<file path="src/hdl/pg_mask_pkg.sv">
// constants for the third-output power-good mask bank
// assumes an 8-bit register space behind a two-wire serial target
package pg_mask_pkg;

    ////////////////////////////////////////////////////////////////////////////
    // register offsets
    localparam logic [7:0] OFS_RAILS = 8'h00AA;
    localparam logic [7:0] OFS_PINS  = 8'h00AB;
    localparam logic [7:0] OFS_CTL   = 8'h00AC;

    // plain defaults; real parts load these from factory configuration
    localparam logic [7:0] RST_RAILS = 8'h00E0;
    localparam logic [7:0] RST_PINS  = 8'h00BF;
    localparam logic [7:0] RST_CTL   = 8'h00AB;
    localparam logic [7:0] UNMAPPED  = 8'h0000;

    ////////////////////////////////////////////////////////////////////////////
    // field positions, rails register
    localparam int RAIL_AUX2_BIT  = 7;
    localparam int RAIL_SWA_BIT   = 6;
    localparam int RAIL_STEP_HI   = 5;
    localparam int RAIL_STEP_LO   = 0;
    localparam int STEP_RAILS     = 6;
    // field positions, pins/aux register
    localparam int PIN_CTL5_BIT   = 7;
    localparam int PIN_CTL4_BIT   = 6;
    localparam int PIN_CTL2_BIT   = 5;
    localparam int PIN_CTL1_BIT   = 4;
    localparam int PIN_VTT_BIT    = 3;
    localparam int PIN_SHARED_BIT = 2;
    localparam int PIN_SWB1_BIT   = 1;
    localparam int PIN_AUX3_BIT   = 0;
    // combined register: pairs for outputs one, four, two, three (high to low)
    localparam int CTL_PAIR_OUT1  = 3;
    localparam int CTL_PAIR_OUT4  = 2;
    localparam int CTL_PAIR_OUT2  = 1;
    localparam int CTL_PAIR_OUT3  = 0;
    localparam int PAIR_P3_OFS    = 1;
    localparam int PAIR_P6_OFS    = 0;
    localparam int PAIR_W         = 2;
    localparam int OTHER_OUTS     = 3;

    // control pin index (pin n at n-1)
    localparam int CTL_PINS = 6;
    localparam int CTL1_IDX = 0;
    localparam int CTL2_IDX = 1;
    localparam int CTL3_IDX = 2;
    localparam int CTL4_IDX = 3;
    localparam int CTL5_IDX = 4;
    localparam int CTL6_IDX = 5;

    ////////////////////////////////////////////////////////////////////////////
    // serial target
    localparam logic [6:0] DEV_ADDR  = 7'h005E;
    localparam logic [3:0] BYTE_BITS = 4'h0008;
    localparam logic [3:0] LAST_BIT  = 4'h0007;
    localparam logic [3:0] CNT_ONE   = 4'h0001;
    localparam logic [7:0] PTR_ONE   = 8'h0001;

    typedef enum logic [8:0] {
        ST_IDLE  = 9'b0_0000_0001,
        ST_ADDR  = 9'b0_0000_0010,
        ST_AACK  = 9'b0_0000_0100,
        ST_REG   = 9'b0_0000_1000,
        ST_RACK  = 9'b0_0001_0000,
        ST_WDAT  = 9'b0_0010_0000,
        ST_WACK  = 9'b0_0100_0000,
        ST_RDAT  = 9'b0_1000_0000,
        ST_MACK  = 9'b1_0000_0000
    } ser_state_t;

endpackage

</file>
<file path="src/hdl/line_events_if.sv">
// bus-line events passed from the line sampler to the register target
// assumes one clock domain, events are one-cycle pulses
`timescale 1ns/10ps
`default_nettype none
interface line_events_if;
    logic sclRise;
    logic sclFall;
    logic startSeen;
    logic stopSeen;
    logic sdaLevel;

    modport src (output sclRise, output sclFall, output startSeen,
                 output stopSeen, output sdaLevel);
    modport dst (input sclRise, input sclFall, input startSeen,
                 input stopSeen, input sdaLevel);
endinterface
`default_nettype wire

</file>
<file path="src/hdl/line_sampler.sv">
// samples the serial clock and data lines and flags edges, start and stop
// assumes lines already synchronous to core_clk
`timescale 1ns/10ps
`default_nettype none
module line_sampler (
    // clock and reset
    input  wire logic    core_clk,
    input  wire logic    rst_n,
    // bus lines
    input  wire logic    sclIn,
    input  wire logic    sdaIn,
    // events
    line_events_if.src   ev
);
    logic sclNow_r;
    logic sdaNow_r;
    logic sclOld_r;
    logic sdaOld_r;

    always_ff @(posedge core_clk)
    begin
        if (!rst_n)
        begin
            sclNow_r <= 1'b1;
            sdaNow_r <= 1'b1;
            sclOld_r <= 1'b1;
            sdaOld_r <= 1'b1;
        end
        else
        begin
            sclNow_r <= sclIn;
            sdaNow_r <= sdaIn;
            sclOld_r <= sclNow_r;
            sdaOld_r <= sdaNow_r;
        end
    end

    assign ev.sclRise   = sclNow_r & ~sclOld_r;
    assign ev.sclFall   = ~sclNow_r & sclOld_r;
    assign ev.startSeen = sclNow_r & sclOld_r & sdaOld_r & ~sdaNow_r;
    assign ev.stopSeen  = sclNow_r & sclOld_r & ~sdaOld_r & sdaNow_r;
    assign ev.sdaLevel  = sdaNow_r;
endmodule
`default_nettype wire

</file>
<file path="src/hdl/pg_tree_eval.sv">
// one power-good tree: and of every source whose mask bit is clear
// assumes mask 1 means excluded; an all-masked tree reads good
`timescale 1ns/10ps
`default_nettype none
module pg_tree_eval #(
    parameter int WIDTH = 8
) (
    // sources and masks
    input  wire logic [WIDTH-1:0] srcGood,
    input  wire logic [WIDTH-1:0] srcMask,
    // result
    output logic                  treeGood
);
    // a masked source is forced good so its level cannot matter
    assign treeGood = &(srcGood | srcMask);
endmodule
`default_nettype wire

</file>
<file path="src/hdl/power_good_tree_mask_out3.sv">
// mask register bank and power-good tree for the third general output
// assumes a two-wire serial host, open-drain data line, core_clk at 20 MHz
`timescale 1ns/10ps
`default_nettype none
module power_good_tree_mask_out3 #(
    parameter logic [6:0] DEV_ADDRESS = pg_mask_pkg::DEV_ADDR,
    parameter logic [7:0] RAILS_INIT  = pg_mask_pkg::RST_RAILS,
    parameter logic [7:0] PINS_INIT   = pg_mask_pkg::RST_PINS,
    parameter logic [7:0] CTL_INIT    = pg_mask_pkg::RST_CTL
) (
    // clock and reset
    input  wire logic       core_clk,
    input  wire logic       rst_n,
    // serial management lines
    input  wire logic       sclIn,
    input  wire logic       sdaIn,
    output logic            sdaOut,
    output logic            sdaOe,
    // rail power-good inputs, high is good
    input  wire logic [5:0] stepDownPg,
    input  wire logic       loadSwitchAPg,
    input  wire logic       auxLdoTwoPg,
    input  wire logic       auxLdoThreePg,
    input  wire logic       terminationLdoPg,
    input  wire logic       sharedSourcePg,
    input  wire logic       loadSwitchB1Pg,
    // control input pin states, index n-1 for pin n
    input  wire logic [5:0] ctlPin,
    // power-good results
    output logic            thirdGeneralOutputPg,
    output logic [2:0]      otherOutCtlTermGood
);

    ////////////////////////////////////////////////////////////////////////////
    // state

    pg_mask_pkg::ser_state_t state_r;
    pg_mask_pkg::ser_state_t state_nxt;
    logic [3:0] bitCnt_r;
    logic [3:0] bitCnt_nxt;
    logic [7:0] shift_r;
    logic [7:0] shift_nxt;
    logic [7:0] ptr_r;
    logic [7:0] ptr_nxt;
    logic       readMode_r;
    logic       readMode_nxt;
    logic       masterNack_r;
    logic       masterNack_nxt;
    logic       sdaOe_r;
    logic       sdaOe_nxt;
    logic       wrStb;

    logic [7:0] railsMask_r;
    logic [7:0] pinsMask_r;
    logic [7:0] ctlMask_r;
    logic       thirdPg_r;
    logic [2:0] otherTerm_r;
    logic       sdaOut_r;

    line_events_if ev ();

    line_sampler u_sampler (
        .core_clk (core_clk),
        .rst_n    (rst_n),
        .sclIn    (sclIn),
        .sdaIn    (sdaIn),
        .ev       (ev.src)
    );

    ////////////////////////////////////////////////////////////////////////////
    // register decode

    function automatic logic [7:0] regRead(input logic [7:0] addr,
                                           input logic [7:0] rails,
                                           input logic [7:0] pins,
                                           input logic [7:0] ctl);
        logic [7:0] val;
        val = pg_mask_pkg::UNMAPPED;
        if (addr == pg_mask_pkg::OFS_RAILS)
            val = rails;
        else if (addr == pg_mask_pkg::OFS_PINS)
            val = pins;
        else if (addr == pg_mask_pkg::OFS_CTL)
            val = ctl;
        return val;
    endfunction

    wire [7:0] rdData  = regRead(ptr_r, railsMask_r, pinsMask_r, ctlMask_r);
    wire       wrRails = wrStb & (ptr_r == pg_mask_pkg::OFS_RAILS);
    wire       wrPins  = wrStb & (ptr_r == pg_mask_pkg::OFS_PINS);
    wire       wrCtl   = wrStb & (ptr_r == pg_mask_pkg::OFS_CTL);
    wire       addrHit = (shift_r[7:1] == DEV_ADDRESS);
    wire       byteIn  = (bitCnt_r == pg_mask_pkg::BYTE_BITS);

    ////////////////////////////////////////////////////////////////////////////
    // serial target sequencing

    always_comb
    begin
        state_nxt      = state_r;
        bitCnt_nxt     = bitCnt_r;
        shift_nxt      = shift_r;
        ptr_nxt        = ptr_r;
        readMode_nxt   = readMode_r;
        masterNack_nxt = masterNack_r;
        sdaOe_nxt      = sdaOe_r;
        wrStb          = 1'b0;
        if (ev.stopSeen)
        begin
            state_nxt = pg_mask_pkg::ST_IDLE;
            sdaOe_nxt = 1'b0;
        end
        else if (ev.startSeen)
        begin
            state_nxt  = pg_mask_pkg::ST_ADDR;
            bitCnt_nxt = '0;
            sdaOe_nxt  = 1'b0;
        end
        else if (ev.sclRise)
        begin
            case (state_r)
                pg_mask_pkg::ST_ADDR,
                pg_mask_pkg::ST_REG,
                pg_mask_pkg::ST_WDAT:
                begin
                    shift_nxt  = {shift_r[6:0], ev.sdaLevel};
                    bitCnt_nxt = bitCnt_r + pg_mask_pkg::CNT_ONE;
                end
                pg_mask_pkg::ST_MACK: masterNack_nxt = ev.sdaLevel;
                default: ;
            endcase
        end
        else if (ev.sclFall)
        begin
            case (state_r)
                pg_mask_pkg::ST_ADDR:
                    if (byteIn)
                    begin
                        bitCnt_nxt   = '0;
                        readMode_nxt = shift_r[0];
                        sdaOe_nxt    = addrHit;
                        state_nxt    = addrHit ? pg_mask_pkg::ST_AACK : pg_mask_pkg::ST_IDLE;
                    end
                pg_mask_pkg::ST_REG:
                    if (byteIn)
                    begin
                        bitCnt_nxt = '0;
                        ptr_nxt    = shift_r;
                        sdaOe_nxt  = 1'b1;
                        state_nxt  = pg_mask_pkg::ST_RACK;
                    end
                pg_mask_pkg::ST_WDAT:
                    if (byteIn)
                    begin
                        // write lands now, so the tree sees it on the next edge
                        bitCnt_nxt = '0;
                        wrStb      = 1'b1;
                        sdaOe_nxt  = 1'b1;
                        state_nxt  = pg_mask_pkg::ST_WACK;
                    end
                pg_mask_pkg::ST_AACK:
                    if (readMode_r)
                    begin
                        shift_nxt = rdData;
                        sdaOe_nxt = ~rdData[7];
                        state_nxt = pg_mask_pkg::ST_RDAT;
                    end
                    else
                    begin
                        sdaOe_nxt = 1'b0;
                        state_nxt = pg_mask_pkg::ST_REG;
                    end
                pg_mask_pkg::ST_RACK:
                begin
                    sdaOe_nxt = 1'b0;
                    state_nxt = pg_mask_pkg::ST_WDAT;
                end
                pg_mask_pkg::ST_WACK:
                begin
                    // auto-increment lets one burst fill all three masks
                    sdaOe_nxt = 1'b0;
                    ptr_nxt   = ptr_r + pg_mask_pkg::PTR_ONE;
                    state_nxt = pg_mask_pkg::ST_WDAT;
                end
                pg_mask_pkg::ST_RDAT:
                    if (bitCnt_r == pg_mask_pkg::LAST_BIT)
                    begin
                        bitCnt_nxt = '0;
                        sdaOe_nxt  = 1'b0;
                        ptr_nxt    = ptr_r + pg_mask_pkg::PTR_ONE;
                        state_nxt  = pg_mask_pkg::ST_MACK;
                    end
                    else
                    begin
                        bitCnt_nxt = bitCnt_r + pg_mask_pkg::CNT_ONE;
                        shift_nxt  = {shift_r[6:0], 1'b0};
                        sdaOe_nxt  = ~shift_r[6];
                    end
                pg_mask_pkg::ST_MACK:
                    if (masterNack_r)
                    begin
                        sdaOe_nxt = 1'b0;
                        state_nxt = pg_mask_pkg::ST_IDLE;
                    end
                    else
                    begin
                        shift_nxt = rdData;
                        sdaOe_nxt = ~rdData[7];
                        state_nxt = pg_mask_pkg::ST_RDAT;
                    end
                default:
                begin
                    sdaOe_nxt = 1'b0;
                    state_nxt = pg_mask_pkg::ST_IDLE;
                end
            endcase
        end
    end

    always_ff @(posedge core_clk)
    begin
        if (!rst_n)
        begin
            state_r      <= pg_mask_pkg::ST_IDLE;
            bitCnt_r     <= '0;
            shift_r      <= '0;
            ptr_r        <= '0;
            readMode_r   <= 1'b0;
            masterNack_r <= 1'b0;
            sdaOe_r      <= 1'b0;
        end
        else
        begin
            state_r      <= state_nxt;
            bitCnt_r     <= bitCnt_nxt;
            shift_r      <= shift_nxt;
            ptr_r        <= ptr_nxt;
            readMode_r   <= readMode_nxt;
            masterNack_r <= masterNack_nxt;
            sdaOe_r      <= sdaOe_nxt;
        end
    end

    ////////////////////////////////////////////////////////////////////////////
    // mask registers

    always_ff @(posedge core_clk)
    begin
        if (!rst_n)
        begin
            railsMask_r <= RAILS_INIT;
            pinsMask_r  <= PINS_INIT;
            ctlMask_r   <= CTL_INIT;
        end
        else
        begin
            if (wrRails)
                railsMask_r <= shift_r;
            if (wrPins)
                pinsMask_r <= shift_r;
            if (wrCtl)
                ctlMask_r <= shift_r;
        end
    end

    ////////////////////////////////////////////////////////////////////////////
    // third output tree

    localparam int TREE_W = 18;

    wire [TREE_W-1:0] treeSrc;
    wire [TREE_W-1:0] treeMask;
    wire              thirdTree;

    assign treeSrc = {
        auxLdoTwoPg,
        loadSwitchAPg,
        stepDownPg,
        ctlPin[pg_mask_pkg::CTL5_IDX],
        ctlPin[pg_mask_pkg::CTL4_IDX],
        ctlPin[pg_mask_pkg::CTL2_IDX],
        ctlPin[pg_mask_pkg::CTL1_IDX],
        terminationLdoPg,
        sharedSourcePg,
        loadSwitchB1Pg,
        auxLdoThreePg,
        ctlPin[pg_mask_pkg::CTL3_IDX],
        ctlPin[pg_mask_pkg::CTL6_IDX]
    };

    assign treeMask = {
        railsMask_r[pg_mask_pkg::RAIL_AUX2_BIT],
        railsMask_r[pg_mask_pkg::RAIL_SWA_BIT],
        railsMask_r[pg_mask_pkg::RAIL_STEP_HI:pg_mask_pkg::RAIL_STEP_LO],
        pinsMask_r[pg_mask_pkg::PIN_CTL5_BIT],
        pinsMask_r[pg_mask_pkg::PIN_CTL4_BIT],
        pinsMask_r[pg_mask_pkg::PIN_CTL2_BIT],
        pinsMask_r[pg_mask_pkg::PIN_CTL1_BIT],
        pinsMask_r[pg_mask_pkg::PIN_VTT_BIT],
        pinsMask_r[pg_mask_pkg::PIN_SHARED_BIT],
        pinsMask_r[pg_mask_pkg::PIN_SWB1_BIT],
        pinsMask_r[pg_mask_pkg::PIN_AUX3_BIT],
        ctlMask_r[pg_mask_pkg::CTL_PAIR_OUT3 * pg_mask_pkg::PAIR_W
                  + pg_mask_pkg::PAIR_P3_OFS],
        ctlMask_r[pg_mask_pkg::CTL_PAIR_OUT3 * pg_mask_pkg::PAIR_W
                  + pg_mask_pkg::PAIR_P6_OFS]
    };

    pg_tree_eval #(
        .WIDTH (TREE_W)
    ) u_third (
        .srcGood  (treeSrc),
        .srcMask  (treeMask),
        .treeGood (thirdTree)
    );

    ////////////////////////////////////////////////////////////////////////////
    // pin three/six terms for outputs one, two and four

    localparam int OTHER_PAIR [pg_mask_pkg::OTHER_OUTS] = '{
        pg_mask_pkg::CTL_PAIR_OUT1,
        pg_mask_pkg::CTL_PAIR_OUT2,
        pg_mask_pkg::CTL_PAIR_OUT4
    };

    wire [pg_mask_pkg::PAIR_W-1:0] pairSrc = {ctlPin[pg_mask_pkg::CTL3_IDX],
                                              ctlPin[pg_mask_pkg::CTL6_IDX]};
    wire [pg_mask_pkg::OTHER_OUTS-1:0] otherTerm;

    genvar g;
    generate
        for (g = 0; g < pg_mask_pkg::OTHER_OUTS; g++)
        begin : g_other
            pg_tree_eval #(
                .WIDTH (pg_mask_pkg::PAIR_W)
            ) u_pair (
                .srcGood  (pairSrc),
                .srcMask  (ctlMask_r[OTHER_PAIR[g] * pg_mask_pkg::PAIR_W
                                     +: pg_mask_pkg::PAIR_W]),
                .treeGood (otherTerm[g])
            );
        end
    endgenerate

    ////////////////////////////////////////////////////////////////////////////
    // output flops; evaluated every cycle so mask writes apply at once

    always_ff @(posedge core_clk)
    begin
        if (!rst_n)
        begin
            thirdPg_r   <= 1'b0;
            otherTerm_r <= '0;
            sdaOut_r    <= 1'b0;
        end
        else
        begin
            thirdPg_r   <= thirdTree;
            otherTerm_r <= otherTerm;
            sdaOut_r    <= 1'b0;
        end
    end

    assign thirdGeneralOutputPg = thirdPg_r;
    assign otherOutCtlTermGood  = otherTerm_r;
    assign sdaOe                = sdaOe_r;
    // open drain: data low whenever enabled, a tied flop keeps the output registered
    assign sdaOut               = sdaOut_r;

endmodule
`default_nettype wire

</file>
<file path="config.mk">
export PLATFORM = sky130hd
export DESIGN_NAME = power_good_tree_mask_out3
export DESIGN_NICKNAME = d
export VERILOG_FILES = /design/src/hdl/pg_mask_pkg.sv /design/src/hdl/line_events_if.sv /design/src/hdl/line_sampler.sv /design/src/hdl/pg_tree_eval.sv /design/src/hdl/power_good_tree_mask_out3.sv
export SDC_FILE = /design/constraint.sdc
export NUM_CORES = 1
export LEC_CHECK = 0
export ABC_AREA = 1
export BUFFER_PORTS_ARGS = -buffer_cell sky130_fd_sc_hd__buf_2
export CELL_PAD_IN_SITES_DETAIL_PLACEMENT = 1
export CELL_PAD_IN_SITES_GLOBAL_PLACEMENT = 1
export CORE_MARGIN = 2
export CORE_UTILIZATION = 46
export DETAILED_ROUTE_END_ITERATION = 6
export GPL_TIMING_DRIVEN = 0
export PLACE_DENSITY = 0.83
export SLEW_MARGIN = 25
export SYNTH_ARGS = -nofsm -noshare
export SYNTH_HDL_FRONTEND = slang
export SYNTH_HIERARCHICAL = 1
export SYNTH_SLANG_ARGS = --single-unit
</file>
<file path="constraint.sdc">
create_clock -name core_clk -period 3.9 [get_ports core_clk]
set_input_delay 0.195 -clock core_clk [delete_from_list [all_inputs] [get_ports core_clk]]
set_output_delay 0.195 -clock core_clk [all_outputs]
set_load 0.1 [all_outputs]
</file>
# Word level (Yosys, flattened, before mapping)
# Index checks and enable logic that the tools add are counted.
[totals]
register_bits = 64
inputBits = 22
out_inout_bits = 6
wordCells = 139
[op_classes]
addsub = 2
n_eq_ne = 31
mux = 43
n_bitwise = 24
n_reduce_logical = 22
[op_table]
columns = ["op", "count"]
rows = [
  ["8-bit two-way mux", 13],
  ["9-bit one-hot mux with 7 select lines", 1],
  ["8-bit one-hot mux with 3 select lines", 2],
  ["9-bit two-way mux", 4],
  ["8-bit equality test, second input constant", 3],
  ["4-bit two-way mux", 6],
  ["3-bit inequality test, second input constant", 7],
  ["18-bit OR", 1],
  ["18-bit AND reduction", 1],
  ["6-bit AND reduction", 3],
  ["1-bit two-way mux", 11],
  ["1-bit AND", 10],
  ["2-bit inequality test, second input constant", 5],
  ["1-bit NOT", 10],
  ["9-bit by 2-bit equality test with 1-bit output, second input constant", 1],
  ["9-bit by 3-bit equality test with 1-bit output, second input constant", 1],
  ["9-bit by 4-bit equality test with 1-bit output, second input constant", 1],
  ["9-bit by 5-bit equality test with 1-bit output, second input constant", 1],
  ["9-bit by 6-bit equality test with 1-bit output, second input constant", 1],
  ["9-bit by 7-bit equality test with 1-bit output, second input constant", 1],
  ["9-bit by 8-bit equality test with 1-bit output, second input constant", 1],
  ["9-bit equality test, second input constant", 1],
  ["8-bit by 1-bit adder with 8-bit output, second input constant", 1],
  ["4-bit one-hot mux with 2 select lines", 1],
  ["22 further kinds", 35],
]

# Depth between registers and ports, before layout
[logic_depth]
ltp_word = 8
ltp_mapped = 13
ltp_nobuf = 12

# Modules after synthesis
# The synthesis kept the hierarchy.
[modules_own_cells]
columns = ["mod", "instances", "cells_per_inst", "area_each_um2", "seq_area_each_um2"]
rows = [
  ["power_good_tree_mask_out3", 1, 507, 3335.7, 1201.2],
  ["pg_tree_eval (u_third)", 1, 53, 211.5, 0.0],
  ["line_sampler", 1, 21, 143.9, 80.1],
  ["pg_tree_eval (g_other[0].u_pair ...)", 3, 3, 11.3, 0.0],
]

# Worst setup path after synthesis
# Ideal clock, no wire load.
[synth_timing]
kind = "register to register"
from = "reg u_sampler.sdaNow_r, in the netlist u_sampler/ev.sdaLevel"
to = "reg ctlMask_r[0]"
setup_ns = 0.138
arrival_time_ns = 1.601
required_time_ns = 3.762
setup_slack_ns = 2.161
path_stages_with_launch = 13
path_buffers = 1
synth_period_minus_slack_ns = 1.739
cell_sequence = "dfxtp_1 > inv_1 > nand2_1 > nor2_1 > nor2_1 > inv_2 > nor3_1 > nand4_1 > nor2_4 > nand2_4 > clkbuf_8 > nand2_1 > o211ai_1"
[synth_via]
elab_chain_len = 5
word_cells_on_any_way = 6
classes_between = "2 x mux; 4 x bitwise"
[synth_lines]
columns = ["element", "line", "text"]
rows = [
  ["from (decl)", "line_sampler.sv:16", "logic sdaNow_r;"],
  ["from (signal assigned)", "line_sampler.sv:32", "sdaNow_r <= sdaIn;"],
  ["1-bit NOT", "line_sampler.sv:40", "assign ev.startSeen = sclNow_r & sclOld_r & sdaOld_r & ~sdaNow_r;"],
  ["1-bit AND", "line_sampler.sv:40", ""],
  ["net ev.startSeen", "line_events_if.sv:8", "logic startSeen;"],
  ["1-bit two-way mux", "power_good_tree_mask_out3.sv:113", "else if (ev.startSeen)"],
  ["1-bit two-way mux", "power_good_tree_mask_out3.sv:108", "if (ev.stopSeen)"],
  ["1-bit AND", "power_good_tree_mask_out3.sv:91", "wire wrCtl = wrStb & (ptr_r == pg_mask_pkg::OFS_CTL);"],
  ["to (signal assigned)", "power_good_tree_mask_out3.sv:262", "ctlMask_r <= shift_r;"],
  ["to (decl)", "power_good_tree_mask_out3.sv:55", "logic [7:0] ctlMask_r;"],
]
# The timed path passes the listed nets, and every way through them passes these cells.
# A chain may end at the register's enable or synchronous reset.

# Worst setup path after layout
[layout_timing]
from = "reg u_sampler.sdaNow_r, in the netlist u_sampler/ev.sdaLevel"
to = "reg railsMask_r[3]"
[layout_via]
elab_chain_len = 5
word_cells_on_any_way = 6
classes_between = "2 x mux; 4 x bitwise"
[layout_lines]
columns = ["element", "line", "text"]
rows = [
  ["1-bit NOT", "line_sampler.sv:40", ""],
  ["1-bit AND", "line_sampler.sv:40", ""],
  ["net ev.startSeen", "line_events_if.sv:8", ""],
  ["1-bit two-way mux", "power_good_tree_mask_out3.sv:113", ""],
  ["1-bit two-way mux", "power_good_tree_mask_out3.sv:108", ""],
  ["1-bit AND", "power_good_tree_mask_out3.sv:89", "wire wrRails = wrStb & (ptr_r == pg_mask_pkg::OFS_RAILS);"],
  ["to (signal assigned)", "power_good_tree_mask_out3.sv:258", "railsMask_r <= shift_r;"],
  ["to (decl)", "power_good_tree_mask_out3.sv:53", "logic [7:0] railsMask_r;"],
]
# The timed path passes the listed nets, and every way through them passes these cells.

==> impl_metrics.py <==
metrics = {
    "run_status": {
        "status": "complete, no violations",
    },
    "place": {
        "dp_cells": 718,
        "dp_hpwl_um": 9050,
        "place_congestion": 0.876,
        "dp_slack_ps": 1370,
        "port_buffers": 26,
        "placed_area_um2": 3980,
    },
    "setup_path": {
        "reg2reg_depth": 11,
        "path_class": "flip-flop to flip-flop",
        "crit_path_max_fanout": 7,
        "critPathArrivalTime_ps": 2860,
        "r2r_start": "u_sampler/ev.sdaLevel",
        "reg2reg_slack_ps": 1280,
        "r2r_end": "railsMask_r[3]",
        "crit_path_start_kind": "flip-flop",
        "required_ps": 4140,
        "end_kind": "flip-flop",
    },
    "die": {
        "fp.dieW_um": 94.0,
        "start_util_pct": 48.0,
        "die-area_um2": 8830,
        "die_y_um": 94.0,
        "ios": 28,
        "row_count": 32,
        "coreArea_um2": 7770,
    },
    "cells_and_area": {
        "nets": 654,
        "final_core_util_pct": 53.8,
        "final_cell_area_um2": 4180,
        "finalNonFillerCells": 734,
        "area_growth_pct": 12.3,
        "multiInputGateArea_um2": 2000,
        "regArea_um2": 1280,
        "diodes": 0,
        "fillers": 1110,
        "drive_gt1_share_pct": 11.4,
    },
    "synth": {
        "synth_top_family_by_area": "simple AND/OR/NAND/NOR gates",
        "synth-compound-area-share_pct": 13.6,
        "ys_seq_area_share_pct": 34.4,
        "synthesis.nets": 617,
        "yosys-mux-area-fraction_pct": 0,
        "ys_types": 39,
        "synth_edf_count": 0,
        "syn_inst": 590,
        "ys_ff_latch": 64,
        "synthAdderAreaFrac_pct": 1.68,
        "syn_area_um2": 3720,
        "ys.flop_type": "dfxtp_1",
        "synth_simple_gate_area_share_pct": 37.3,
        "synth_area_per_cell_um2": 6.31,
        "ys_warn_count": 6,
        "synth_xor_area_share_pct": 0.941,
        "synthArstFlopShare_pct": 0,
    },
    "detailed_routing": {
        "wire_per_inst_um": 16.3,
        "drtIter0Drc": 141,
        "drt-pass1-iter-count": 4,
        "wirelength_um": 12000,
        "drcViolationCount": 0,
        "via_per_inst": 5.35,
        "antenna_left": 0,
        "vias": 3929,
    },
    "sta": {
        "slew_headroom_pct": 54.8,
        "hold_viol": 0,
        "setup_tns_ps": 0,
        "fmax_mhz": 382,
        "fin_crit_sh_pct": 67.2,
        "worst_slack_ps": 1280,
        "slew_violations": 0,
        "rsz0062_at_grt": "no",
        "worstMarginPinSlew_ps": 677,
        "period_needed_ps": 2620,
        "setup_violations": 0,
        "skew_ps": 7.60,
        "hold_ws_ps": 18.4,
    },
    "clocking": {
        "cts.clk_slew.worst_paths_ps": 70,
        "clk_path_buf_depth": 2,
        "h-tree-depth": 3,
        "cts_tree": "yes",
        "postCtsSetupRepairBufs": 0,
        "cts-buffers-inserted": 9,
        "cts_root_buf": "clkbuf_8",
        "insertion_delay_ps": 360,
        "cts_num_sinks": 64,
        "cts-resized-gates": 0,
        "hold_buffers": 0,
    },
    "global_route": {
        "antenna_found_initial": 0,
        "grt_overflow": 0,
        "grt_pass1_vias": 4082,
        "grt_pass1_wl_um": 19400,
        "grtUsageTotal_pct": 28.7,
        "grt_max_degree": 11,
    },
    "min_path": {
        "hold_path.startpoint": "sdaIn",
        "holdPathStages": 3,
        "whs_endpoint": "u_sampler/ev.sdaLevel",
        "hold_class": "primary input to flip-flop",
    },
    "pwr": {
        "power_density_nw_per_um2": 350,
        "irDropWorstVdd_uv": 179,
        "finalPower_mw": 1.46,
        "p_leak_nw": 2.17,
    },
    "flow_run": {
        "drv_cap": 0,
    },
}
[registers in the layout (all words and copies together), names as in the netlist]
name and flops:
railsMask_r 8, masterNack_r 1, ctlMask_r 8, sdaOe 1
u_sampler/sdaOld_r 1, bitCnt_r 4, state_r 9, thirdGeneralOutputPg 1
shift_r 8, u_sampler/sclOld_r 1, u_sampler/ev.sdaLevel 1, pinsMask_r 8
u_sampler/sclNow_r 1, readMode_r 1, ptr_r 8, otherOutCtlTermGood 3
[cells in the final DEF (no fill, tap or decap), types with 2 or more instances in the layout]
cell type	instances
nor2_1	111
nand3_1	27
nand2_2	4
o21ai_1	2
clkbuf_1	5
buf_6	4
o211ai_1	17
inv_2	4
a211oi_1	3
inv_1	86
clkinv_2	2
ha_1	5
nand2_1	148
buf_2	28
nor2_4	5
a22oi_1	3
buf_4	2
nand2_4	3
clkbuf_8	12
a21oi_1	28
nand3_2	3
nand4_1	9
nor3_1	5
xor2_1	3
dfxtp_1	64
o21ai_0	34
[layer usage]
layer | wire length [µm] | GRT usage, %
met3 | 377 | 3.53
met4 | 492 | 16.7
met1 | 5030 | 31.4
met5 | 0 | 0
met2 | 6080 | 52.8
[where the power goes]
group	internal [mW]	leakage (nW)	switching (mW)
sequential	0.669	0.520	0.0167
clock	0.329	0.103	0.268
combinational	0.0544	1.55	0.127
total	1.05	2.17	0.412
[worst max-delay path: stages, from the launching register on]
cell	delay, ps
dfxtp_1	410
inv_1	80
nand2_1	60
nor2_1	110
nor2_1	160
inv_2	80
nor3_1	360
nand4_1	330
nor2_4	350
nand2_1	190
o21ai_0	310
a21oi_1	70
[logic make-up after synthesis]
kind of cell             count (synthesis)
AND/OR/NAND/NOR                        322
buffers and inverters                  105
AO/OA/AOI/OAI                           89
flip-flops                              64
adder cells (fa/ha/maj)                  5
XOR/XNOR                                 4
other                                    1
[layout make-up]
type / count / share of cell area, %
timing repair buffer: 26 / 3.11
buffer: 14 / 2.48
sequential: 64 / 30.6
multi-input combinational: 421 / 47.8
inverter: 91 / 8.17
tap: 102 / 3.05
clock inverter: 3 / 0.958
clock buffer: 13 / 3.80
[worst max-delay path by stage]
stage | start | to | slack [ps] | cells past startpoint
after global placement | u_sampler/ev.sdaLevel | railsMask_r[3] | 1410 | 11
after detailed placement | u_sampler/ev.sdaLevel | railsMask_r[5] | 1370 | 11
after global routing | u_sampler/ev.sdaLevel | railsMask_r[7] | 1170 | 11
final | u_sampler/ev.sdaLevel | railsMask_r[3] | 1280 | 11
after floorplan | u_sampler/ev.sdaLevel | ctlMask_r[0] | 2160 | 12
after CTS | u_sampler/ev.sdaLevel | railsMask_r[5] | 1350 | 11
[synth_stat cells (4+ instances only)]
master	n	area, µm²
inv_2	4	15.0
nand2_1	148	556
nor2_4	5	56.3
a21oi_1	28	140
dfxtp_1	64	1280
nand2_2	4	25.0
ha_1	5	62.6
nand4_1	9	56.3
inv_1	86	323
nor3_1	5	25.0
nor2_1	111	417
o211ai_1	17	128
o21ai_0	34	170
nand3_1	27	135
buf_6	4	45.0
Note: power is estimated with default switching activity, not from simulation.
